## src/hdl/step14_cfg_pkg.sv

```systemverilog
package step14_cfg_pkg;
    // ----------------------------------------
    // Register map
    // ----------------------------------------
    localparam int ADDR_WIDTH = 8;
    localparam int DATA_WIDTH = 16;
    localparam logic [7:0] STEP14_SETUP_ADDR = 8'h9E;
    localparam logic [15:0] STEP14_SETUP_RESET = 16'h000E;
    // ----------------------------------------
    // Field positions
    // ----------------------------------------
    localparam int ENABLE_POS = 15;
    localparam int GAIN_HI = 14;
    localparam int GAIN_LO = 13;
    localparam int NEG_POS = 4;
    localparam int POS_HI = 3;
    localparam int POS_LO = 0;
    localparam logic [15:0] WRITABLE_MASK = 16'hE01F;
    // ----------------------------------------
    // Codes
    // ----------------------------------------
    localparam logic [3:0] POS_TEMP_SENSOR = 4'h8;
    localparam logic [3:0] POS_SHORT_GND = 4'h9;
    localparam logic [3:0] POS_TEST_DAC = 4'hA;
    localparam logic [3:0] POS_ANALOG_SUPPLY = 4'hB;
    localparam logic [3:0] POS_IO_SUPPLY = 4'hC;
    localparam logic [3:0] POS_DIGITAL_SUPPLY = 4'hD;
    localparam logic [3:0] POS_ANALOG_POWER = 4'hE;
    localparam logic [3:0] POS_DIGITAL_POWER = 4'hF;
    localparam logic [2:0] GAIN_X1 = 3'h1;
    localparam logic [2:0] GAIN_X2 = 3'h2;
    localparam logic [2:0] GAIN_X4 = 3'h4;
    // Negative input routing, one-hot
    typedef enum logic [2:0] {
        NEG_GROUND = 3'h1,
        NEG_INPUT7 = 3'h2,
        NEG_AUTO = 3'h4
    } neg_route_type;
endpackage

```

## src/hdl/step14_cfg_reg.sv

```systemverilog
`timescale 1ns/1ps
// Behaviour
// Register sits at 9Eh and resets to 000Eh.
// Bit 15 enables step 14; clear means the sequencer skips it.
// Bits 14:13 pick gain: 00 one, 01 two, 10 and 11 four.
// Bit 4 picks negative input: 0 ground reference, 1 external input 7.
// Bits 3:0 codes 0 to 7 route external inputs 0 to 7.
// Codes 8 to 15 route the eight internal sources in listed order.
// Internal sources select negative input automatically, ignoring bit 4.
// Bits 12:5 read zero and ignore writes.
module step14_cfg_reg (
    // Clock and reset
    input wire logic clk_in,
    input wire logic rst_n_in,
    // Register port
    input wire logic [7:0] addr_in,
    input wire logic [15:0] wdata_in,
    input wire logic wr_in,
    input wire logic rd_in,
    output logic [15:0] rdata_out,
    // Sequencer view
    output logic step_enable_out,
    output logic [2:0] gain_onehot_out,
    output logic [7:0] ext_pos_onehot_out,
    output logic [7:0] int_src_onehot_out,
    output step14_cfg_pkg::neg_route_type neg_route_out
);
    // ----------------------------------------
    // Reset view of the sequencer outputs
    // ----------------------------------------
    function automatic logic [7:0] src_onehot(input logic [2:0] idx);
        src_onehot = 8'h01 << idx;
    endfunction

    function automatic logic [2:0] gain_of(input logic [1:0] code);
        case (code)
            2'h0: gain_of = step14_cfg_pkg::GAIN_X1;
            2'h1: gain_of = step14_cfg_pkg::GAIN_X2;
            default: gain_of = step14_cfg_pkg::GAIN_X4;
        endcase
    endfunction

    function automatic step14_cfg_pkg::neg_route_type neg_of(input logic [3:0] pos,
        input logic neg);
        if (pos[3]) begin
            neg_of = step14_cfg_pkg::NEG_AUTO;
        end else if (neg) begin
            neg_of = step14_cfg_pkg::NEG_INPUT7;
        end else begin
            neg_of = step14_cfg_pkg::NEG_GROUND;
        end
    endfunction

    // Worked out from the reset word so the async branch loads constants only
    localparam logic [15:0] RESET_WORD = step14_cfg_pkg::STEP14_SETUP_RESET;
    localparam logic [3:0] POS_RESET = RESET_WORD[step14_cfg_pkg::POS_HI:step14_cfg_pkg::POS_LO];
    localparam logic [2:0] GAIN_RESET =
        gain_of(RESET_WORD[step14_cfg_pkg::GAIN_HI:step14_cfg_pkg::GAIN_LO]);
    localparam logic [7:0] EXT_RESET = POS_RESET[3] ? 8'h00 : src_onehot(POS_RESET[2:0]);
    localparam logic [7:0] INT_RESET = POS_RESET[3] ? src_onehot(POS_RESET[2:0]) : 8'h00;
    localparam step14_cfg_pkg::neg_route_type NEG_RESET =
        neg_of(POS_RESET, RESET_WORD[step14_cfg_pkg::NEG_POS]);

    // ----------------------------------------
    // Storage
    // ----------------------------------------
    logic [15:0] setup_r;
    logic [15:0] rdata_r;
    logic [2:0] gain_r;
    logic [7:0] ext_pos_r;
    logic [7:0] int_src_r;
    step14_cfg_pkg::neg_route_type neg_route_r;
    wire logic hit;
    wire logic [15:0] setup_nxt;
    wire logic [15:0] rdata_nxt;
    wire logic [2:0] gain_nxt;
    wire logic [7:0] ext_pos_nxt;
    wire logic [7:0] int_src_nxt;
    step14_cfg_pkg::neg_route_type neg_route_nxt;

    assign hit = (addr_in == step14_cfg_pkg::STEP14_SETUP_ADDR);
    // Reserved bits never store anything
    assign setup_nxt = (wr_in && hit) ? (wdata_in & step14_cfg_pkg::WRITABLE_MASK) : setup_r;
    // Unmapped reads return zero
    assign rdata_nxt = (rd_in && hit) ? setup_r : 16'h0000;

    // ----------------------------------------
    // Routing decode
    // ----------------------------------------
    // Decoding the next word keeps the routed flip-flops in step with the register
    step14_route_decode u_decode (
        .gain_code_in(setup_nxt[step14_cfg_pkg::GAIN_HI:step14_cfg_pkg::GAIN_LO]),
        .neg_sel_in(setup_nxt[step14_cfg_pkg::NEG_POS]),
        .pos_sel_in(setup_nxt[step14_cfg_pkg::POS_HI:step14_cfg_pkg::POS_LO]),
        .gain_onehot_out(gain_nxt),
        .ext_pos_onehot_out(ext_pos_nxt),
        .int_src_onehot_out(int_src_nxt),
        .neg_route_out(neg_route_nxt)
    );

    // ----------------------------------------
    // Registers
    // ----------------------------------------
    always_ff @(posedge clk_in or negedge rst_n_in) begin
        if (!rst_n_in) begin
            setup_r <= step14_cfg_pkg::STEP14_SETUP_RESET;
            rdata_r <= 16'h0000;
        end else begin
            setup_r <= setup_nxt;
            rdata_r <= rdata_nxt;
        end
    end

    always_ff @(posedge clk_in or negedge rst_n_in) begin
        if (!rst_n_in) begin
            gain_r <= GAIN_RESET;
            ext_pos_r <= EXT_RESET;
            int_src_r <= INT_RESET;
            neg_route_r <= NEG_RESET;
        end else begin
            gain_r <= gain_nxt;
            ext_pos_r <= ext_pos_nxt;
            int_src_r <= int_src_nxt;
            neg_route_r <= neg_route_nxt;
        end
    end

    assign rdata_out = rdata_r;
    assign step_enable_out = setup_r[step14_cfg_pkg::ENABLE_POS];
    assign gain_onehot_out = gain_r;
    assign ext_pos_onehot_out = ext_pos_r;
    assign int_src_onehot_out = int_src_r;
    assign neg_route_out = neg_route_r;

    // ----------------------------------------
    // Checks
    // ----------------------------------------
    reset_value_a: assert property (@(posedge clk_in)
        $rose(rst_n_in) |-> setup_r == 16'h000E)
        else $error("reset value wrong");
    enable_follow_a: assert property (@(posedge clk_in) disable iff (!rst_n_in)
        (wr_in && addr_in == 8'h9E) |=> step_enable_out == $past(wdata_in[15]))
        else $error("enable not stored");
    gain_four_a: assert property (@(posedge clk_in) disable iff (!rst_n_in)
        setup_r[14] |-> gain_onehot_out == 3'h4)
        else $error("gain decode wrong");
    neg_ext_a: assert property (@(posedge clk_in) disable iff (!rst_n_in)
        (!setup_r[3] && setup_r[4]) |-> neg_route_out == step14_cfg_pkg::NEG_INPUT7)
        else $error("negative select wrong");
    pos_ext_a: assert property (@(posedge clk_in) disable iff (!rst_n_in)
        !setup_r[3] |-> ext_pos_onehot_out[setup_r[2:0]] && int_src_onehot_out == 8'h00)
        else $error("external routing wrong");
    pos_int_a: assert property (@(posedge clk_in) disable iff (!rst_n_in)
        setup_r[3] |-> int_src_onehot_out[setup_r[2:0]] && ext_pos_onehot_out == 8'h00)
        else $error("internal routing wrong");
    neg_auto_a: assert property (@(posedge clk_in) disable iff (!rst_n_in)
        setup_r[3] |-> neg_route_out == step14_cfg_pkg::NEG_AUTO)
        else $error("auto negative wrong");
    reserved_zero_a: assert property (@(posedge clk_in) disable iff (!rst_n_in)
        rd_in |=> rdata_out[12:5] == 8'h00)
        else $error("reserved bits nonzero");
    read_back_a: assert property (@(posedge clk_in) disable iff (!rst_n_in)
        (rd_in && addr_in == 8'h9E) |=> rdata_out == $past(setup_r))
        else $error("read data wrong");

    // ----------------------------------------
    // Gain and negative input checks
    // ----------------------------------------
    gain_one_a: assert property (@(posedge clk_in) disable iff (!rst_n_in)
        setup_r[14:13] == 2'h0
        |-> gain_onehot_out == step14_cfg_pkg::GAIN_X1)
        else $error("gain one wrong");

    gain_two_a: assert property (@(posedge clk_in) disable iff (!rst_n_in)
        setup_r[14:13] == 2'h1
        |-> gain_onehot_out == step14_cfg_pkg::GAIN_X2)
        else $error("gain two wrong");

    gain_ten_a: assert property (@(posedge clk_in) disable iff (!rst_n_in)
        setup_r[14:13] == 2'h2
        |-> gain_onehot_out == step14_cfg_pkg::GAIN_X4)
        else $error("gain code two wrong");

    gain_eleven_a: assert property (@(posedge clk_in) disable iff (!rst_n_in)
        setup_r[14:13] == 2'h3
        |-> gain_onehot_out == step14_cfg_pkg::GAIN_X4)
        else $error("gain code three wrong");

    gain_onehot_a: assert property (@(posedge clk_in) disable iff (!rst_n_in)
        1'b1
        |-> $onehot(gain_onehot_out))
        else $error("gain not one-hot");

    neg_ground_a: assert property (@(posedge clk_in) disable iff (!rst_n_in)
        !setup_r[3] && !setup_r[4]
        |-> neg_route_out == step14_cfg_pkg::NEG_GROUND)
        else $error("ground reference wrong");

    neg_ignored_a: assert property (@(posedge clk_in) disable iff (!rst_n_in)
        setup_r[3] && setup_r[4]
        |-> neg_route_out == step14_cfg_pkg::NEG_AUTO)
        else $error("negative bit not ignored");

    neg_onehot_a: assert property (@(posedge clk_in) disable iff (!rst_n_in)
        1'b1
        |-> $onehot(neg_route_out))
        else $error("negative route not one-hot");

    // ----------------------------------------
    // Positive input checks
    // ----------------------------------------
    ext_in0_a: assert property (@(posedge clk_in) disable iff (!rst_n_in)
        setup_r[3:0] == 4'h0
        |-> ext_pos_onehot_out == 8'h01 && int_src_onehot_out == 8'h00)
        else $error("input 0 routing wrong");

    ext_in1_a: assert property (@(posedge clk_in) disable iff (!rst_n_in)
        setup_r[3:0] == 4'h1
        |-> ext_pos_onehot_out == 8'h02 && int_src_onehot_out == 8'h00)
        else $error("input 1 routing wrong");

    ext_in2_a: assert property (@(posedge clk_in) disable iff (!rst_n_in)
        setup_r[3:0] == 4'h2
        |-> ext_pos_onehot_out == 8'h04 && int_src_onehot_out == 8'h00)
        else $error("input 2 routing wrong");

    ext_in3_a: assert property (@(posedge clk_in) disable iff (!rst_n_in)
        setup_r[3:0] == 4'h3
        |-> ext_pos_onehot_out == 8'h08 && int_src_onehot_out == 8'h00)
        else $error("input 3 routing wrong");

    ext_in4_a: assert property (@(posedge clk_in) disable iff (!rst_n_in)
        setup_r[3:0] == 4'h4
        |-> ext_pos_onehot_out == 8'h10 && int_src_onehot_out == 8'h00)
        else $error("input 4 routing wrong");

    ext_in5_a: assert property (@(posedge clk_in) disable iff (!rst_n_in)
        setup_r[3:0] == 4'h5
        |-> ext_pos_onehot_out == 8'h20 && int_src_onehot_out == 8'h00)
        else $error("input 5 routing wrong");

    ext_in6_a: assert property (@(posedge clk_in) disable iff (!rst_n_in)
        setup_r[3:0] == 4'h6
        |-> ext_pos_onehot_out == 8'h40 && int_src_onehot_out == 8'h00)
        else $error("input 6 routing wrong");

    ext_in7_a: assert property (@(posedge clk_in) disable iff (!rst_n_in)
        setup_r[3:0] == 4'h7
        |-> ext_pos_onehot_out == 8'h80 && int_src_onehot_out == 8'h00)
        else $error("input 7 routing wrong");

    temp_sensor_a: assert property (@(posedge clk_in) disable iff (!rst_n_in)
        setup_r[3:0] == step14_cfg_pkg::POS_TEMP_SENSOR
        |-> int_src_onehot_out == 8'h01 && ext_pos_onehot_out == 8'h00)
        else $error("temperature routing wrong");

    short_ground_a: assert property (@(posedge clk_in) disable iff (!rst_n_in)
        setup_r[3:0] == step14_cfg_pkg::POS_SHORT_GND
        |-> int_src_onehot_out == 8'h02 && ext_pos_onehot_out == 8'h00)
        else $error("short routing wrong");

    test_dac_a: assert property (@(posedge clk_in) disable iff (!rst_n_in)
        setup_r[3:0] == step14_cfg_pkg::POS_TEST_DAC
        |-> int_src_onehot_out == 8'h04 && ext_pos_onehot_out == 8'h00)
        else $error("test source routing wrong");

    analog_supply_a: assert property (@(posedge clk_in) disable iff (!rst_n_in)
        setup_r[3:0] == step14_cfg_pkg::POS_ANALOG_SUPPLY
        |-> int_src_onehot_out == 8'h08 && ext_pos_onehot_out == 8'h00)
        else $error("analog supply routing wrong");

    io_supply_a: assert property (@(posedge clk_in) disable iff (!rst_n_in)
        setup_r[3:0] == step14_cfg_pkg::POS_IO_SUPPLY
        |-> int_src_onehot_out == 8'h10 && ext_pos_onehot_out == 8'h00)
        else $error("io supply routing wrong");

    digital_supply_a: assert property (@(posedge clk_in) disable iff (!rst_n_in)
        setup_r[3:0] == step14_cfg_pkg::POS_DIGITAL_SUPPLY
        |-> int_src_onehot_out == 8'h20 && ext_pos_onehot_out == 8'h00)
        else $error("digital supply routing wrong");

    analog_power_a: assert property (@(posedge clk_in) disable iff (!rst_n_in)
        setup_r[3:0] == step14_cfg_pkg::POS_ANALOG_POWER
        |-> int_src_onehot_out == 8'h40 && ext_pos_onehot_out == 8'h00)
        else $error("analog power routing wrong");

    digital_power_a: assert property (@(posedge clk_in) disable iff (!rst_n_in)
        setup_r[3:0] == step14_cfg_pkg::POS_DIGITAL_POWER
        |-> int_src_onehot_out == 8'h80 && ext_pos_onehot_out == 8'h00)
        else $error("digital power routing wrong");

    source_onehot_a: assert property (@(posedge clk_in) disable iff (!rst_n_in)
        1'b1
        |-> $onehot({ext_pos_onehot_out, int_src_onehot_out}))
        else $error("positive source not one-hot");

    // ----------------------------------------
    // Register port checks
    // ----------------------------------------
    write_store_a: assert property (@(posedge clk_in) disable iff (!rst_n_in)
        wr_in && addr_in == step14_cfg_pkg::STEP14_SETUP_ADDR
        |=> setup_r == ($past(wdata_in) & step14_cfg_pkg::WRITABLE_MASK))
        else $error("write not stored");

    write_miss_a: assert property (@(posedge clk_in) disable iff (!rst_n_in)
        !(wr_in && addr_in == step14_cfg_pkg::STEP14_SETUP_ADDR)
        |=> setup_r == $past(setup_r))
        else $error("register changed without write");

    read_idle_a: assert property (@(posedge clk_in) disable iff (!rst_n_in)
        !rd_in
        |=> rdata_out == 16'h0000)
        else $error("read data not cleared");

    read_miss_a: assert property (@(posedge clk_in) disable iff (!rst_n_in)
        rd_in && addr_in != step14_cfg_pkg::STEP14_SETUP_ADDR
        |=> rdata_out == 16'h0000)
        else $error("unmapped read not zero");

    reserved_held_a: assert property (@(posedge clk_in) disable iff (!rst_n_in)
        1'b1
        |-> setup_r[12:5] == 8'h00)
        else $error("reserved bits stored");
endmodule

```

## src/hdl/step14_route_decode.sv

```systemverilog
`timescale 1ns/1ps
module step14_route_decode (
    // Fields
    input wire logic [1:0] gain_code_in,
    input wire logic neg_sel_in,
    input wire logic [3:0] pos_sel_in,
    // Decoded routing
    output logic [2:0] gain_onehot_out,
    output logic [7:0] ext_pos_onehot_out,
    output logic [7:0] int_src_onehot_out,
    output step14_cfg_pkg::neg_route_type neg_route_out
);
    wire logic internal_src;
    assign internal_src = pos_sel_in[3];
    // Codes 10 and 11 both give gain four
    assign gain_onehot_out = (gain_code_in == 2'h0) ? step14_cfg_pkg::GAIN_X1 :
                             (gain_code_in == 2'h1) ? step14_cfg_pkg::GAIN_X2 :
                             step14_cfg_pkg::GAIN_X4;
    assign ext_pos_onehot_out = internal_src ? 8'h00 : (8'h01 << pos_sel_in[2:0]);
    assign int_src_onehot_out = internal_src ? (8'h01 << pos_sel_in[2:0]) : 8'h00;
    // Internal sources pick their own negative input; the select bit is ignored
    assign neg_route_out = internal_src ? step14_cfg_pkg::NEG_AUTO :
                           (neg_sel_in ? step14_cfg_pkg::NEG_INPUT7 :
                            step14_cfg_pkg::NEG_GROUND);
endmodule

```

## config.mk

```make
export PLATFORM = sky130hd
export DESIGN_NAME = step14_cfg_reg
export DESIGN_NICKNAME = d
export VERILOG_FILES = /design/src/hdl/step14_cfg_pkg.sv /design/src/hdl/step14_cfg_reg.sv /design/src/hdl/step14_route_decode.sv
export SDC_FILE = /design/constraint.sdc
export NUM_CORES = 1
export LEC_CHECK = 0
export ABC_AREA = 1
export BUFFER_PORTS_ARGS = -buffer_cell sky130_fd_sc_hd__buf_2
export CORE_MARGIN = 1
export CORE_UTILIZATION = 46
export DETAILED_ROUTE_END_ITERATION = 7
export PLACE_DENSITY = 0.89
export SKIP_CTS_REPAIR_TIMING = 1
export SYNTH_ARGS = -nofsm -noshare
export SYNTH_HDL_FRONTEND = slang
export SYNTH_HIERARCHICAL = 1
export SYNTH_SLANG_ARGS = --single-unit
```

## constraint.sdc

```tcl
create_clock -name clk_in -period 1.4 [get_ports clk_in]
set_input_delay 0.07 -clock clk_in [delete_from_list [all_inputs] [get_ports clk_in]]
set_output_delay 0.07 -clock clk_in [all_outputs]
set_load 0.05 [all_outputs]
```

==> out/results.ini <==
[die]
io_pins = 67
core_um2 = 3050
start_util = 0.486
die_w_um = 58.8
die_h_um = 58.8
dieArea_um2 = 3460
rows = 20

[clock_network]
cts_sinks = 38
insertion_delay_ns = 0.34
cts_tree = done
cts_root_buffer = clkbuf_4
clk_pin_slew_ns = 0.10
clockBufferDepth = 2
cts_inserted_buffers = 5
cts_max_level = 2

[synthesis]
synth_area_um2 = 1490
ys_ff_latch = 38
yosysSeqAreaShare = 0.645
synthDistinctLibCells = 15
synth_area_leaders = dfrtp_1 (54%), dfstp_2 (11%), nor2_1 (5.1%), buf_4 (4.5%), nand2_1 (4.5%)
synth_top_cell_by_area = dfrtp_1
postSynthAreaPerCell_um2 = 10.8
synth_cells = 137
synth.top_cell.area_share = 0.539
yosys_warnings = 6

[sta]
setup_ws_ns = 0.222
period_share = 0.842
hold_viol = 0
finalSetupViolCount = 0
min_period_ns = 1.18
rsz0062_at_grt = no
setup_tns_ns = 0
fmax_ghz = 0.849
drv_slew = 0
clock_skew_ns = 0.00475

[place]
dp_slack_ns = 0.102
numPortBuffers = 50
hpwlAfterDp_um = 1750
place.gp.congestion = 0.777

[setup_path]
critPathSlowestCell = dfstp_2
path_cells = buf_2
worst-path-buf-inv = 1
worstSetupStartpointType = flip-flop
path_max_fanout = 1
worstSetupStartpoint = neg_route_out[2]
r2r-start = setup_r[2]
critPathKind = flip-flop to primary output
crit_required_ns = 1.33
cp.arrival_ns = 1.11
worst_path_largest_cell_delay_ns = 0.52
crit_family = flip-flops
end_kind = primary output

[power_and_ir_drop]
leakage_nw = 1.01
vdd_drop_max_uv = 329
powerDensity_nw_per_um2 = 1060

[routing]
vias_per_cell = 4.28
first_iter_violations = 15
routedWlPerCell_um = 9.80
antenna_left = 0
drtPass1Iterations = 4
drc = 0
vias = 1022
routed_wl_um = 2340

[final_layout]
layout_commonest_cell = buf_2
drive_gt1_frac = 0.415
n_fill_cell = 277
final_nets = 222
n_antenna_cell = 0
seqCellArea_um2 = 958
area_growth_pct = 23.1
multi_input_area_um2 = 409
final_cell_mix = buf_2 (50), dfrtp_1 (32), nor2_1 (20)

[global_routing]
grt_max_degree = 39
grt_pass1_wl_um = 4060
first_global_vias = 959
antenna_found_initial = 0
overflow = 0
grt_usage = 0.165

[run_status]
status = finished clean

[min_path]
min_path_type = input pin to flip-flop
hold_start = wdata_in[13]

[run]
max_cap_violations = 0

==> final cells by class <==
class / count / share of cell area
clock buffer: 8 / 0.0267
inverter: 17 / 0.0349
multi-input combinational: 77 / 0.224
sequential: 38 / 0.524
tap: 44 / 0.0301
timing repair buffer: 55 / 0.160
==> registers in the layout, summed over array words and instances, names as in the netlist <==
signal,count
ext_pos_onehot_out,8
int_src_onehot_out,8
rdata_out,8
setup_r,8
gain_onehot_out,3
neg_route_out,3
==> metal layers <==
metal  GRT usage  wire, um  vias to the layer above
met5           0         0                        -
met3      0.0681       134                       11
met1       0.179       934                      459
li1            -         -                      514
met4       0.102        76                        0
met2       0.269      1200                       38
==> power by group <==
part,internal [mW],leakage [nW],switching (mW)
Clock,0.200,0.0265,0.307
Sequential,1.14,0.498,0.0104
Combinational,0.0629,0.486,0.229
Total,1.40,1.01,0.546
==> kinds of logic after synthesis <==
group / synth area share
other cells: 0.00252
simple gates: 0.255
flops: 0.645
buf+inv: 0.0969
==> path summary, 6_finish.rpt <==
kind / slack, ns / to / cells after the start
min in group asynchronous: 0.29 / rdata_out[15] / 3
hold / removal: 0.04 / setup_r[13] / 3
hold reg to reg: 0.48 / rdata_out[1] / 2
max in group asynchronous: 0.77 / setup_r[2] / 3
setup / recovery: 0.22 / neg_route_out[2] / 1
setup reg to reg: 0.22 / int_src_onehot_out[2] / 5
==> metrics by stage <==
stage,instances,hold slack [ns],area (um^2),util,power [mW]
after floorplan,144,-0.226,1510,-,1.39
after global placement,229,0.123,1760,0.576,1.45
after detailed placement,229,0.127,1760,0.576,1.46
after CTS,237,-0.242,1810,0.592,1.96
after global routing,239,0.0507,1830,0.599,2.04
final,239,0.0428,1830,0.599,1.94
==> synth_stat cells (all sizes together) <==
cell	number
clkbuf	2
nand3	8
buf	10
nor2	31
dfrtp	32
nand4	8
inv	17
nand2	22
conb	1
dfstp	6
Power figures use the tool's default switching activity.
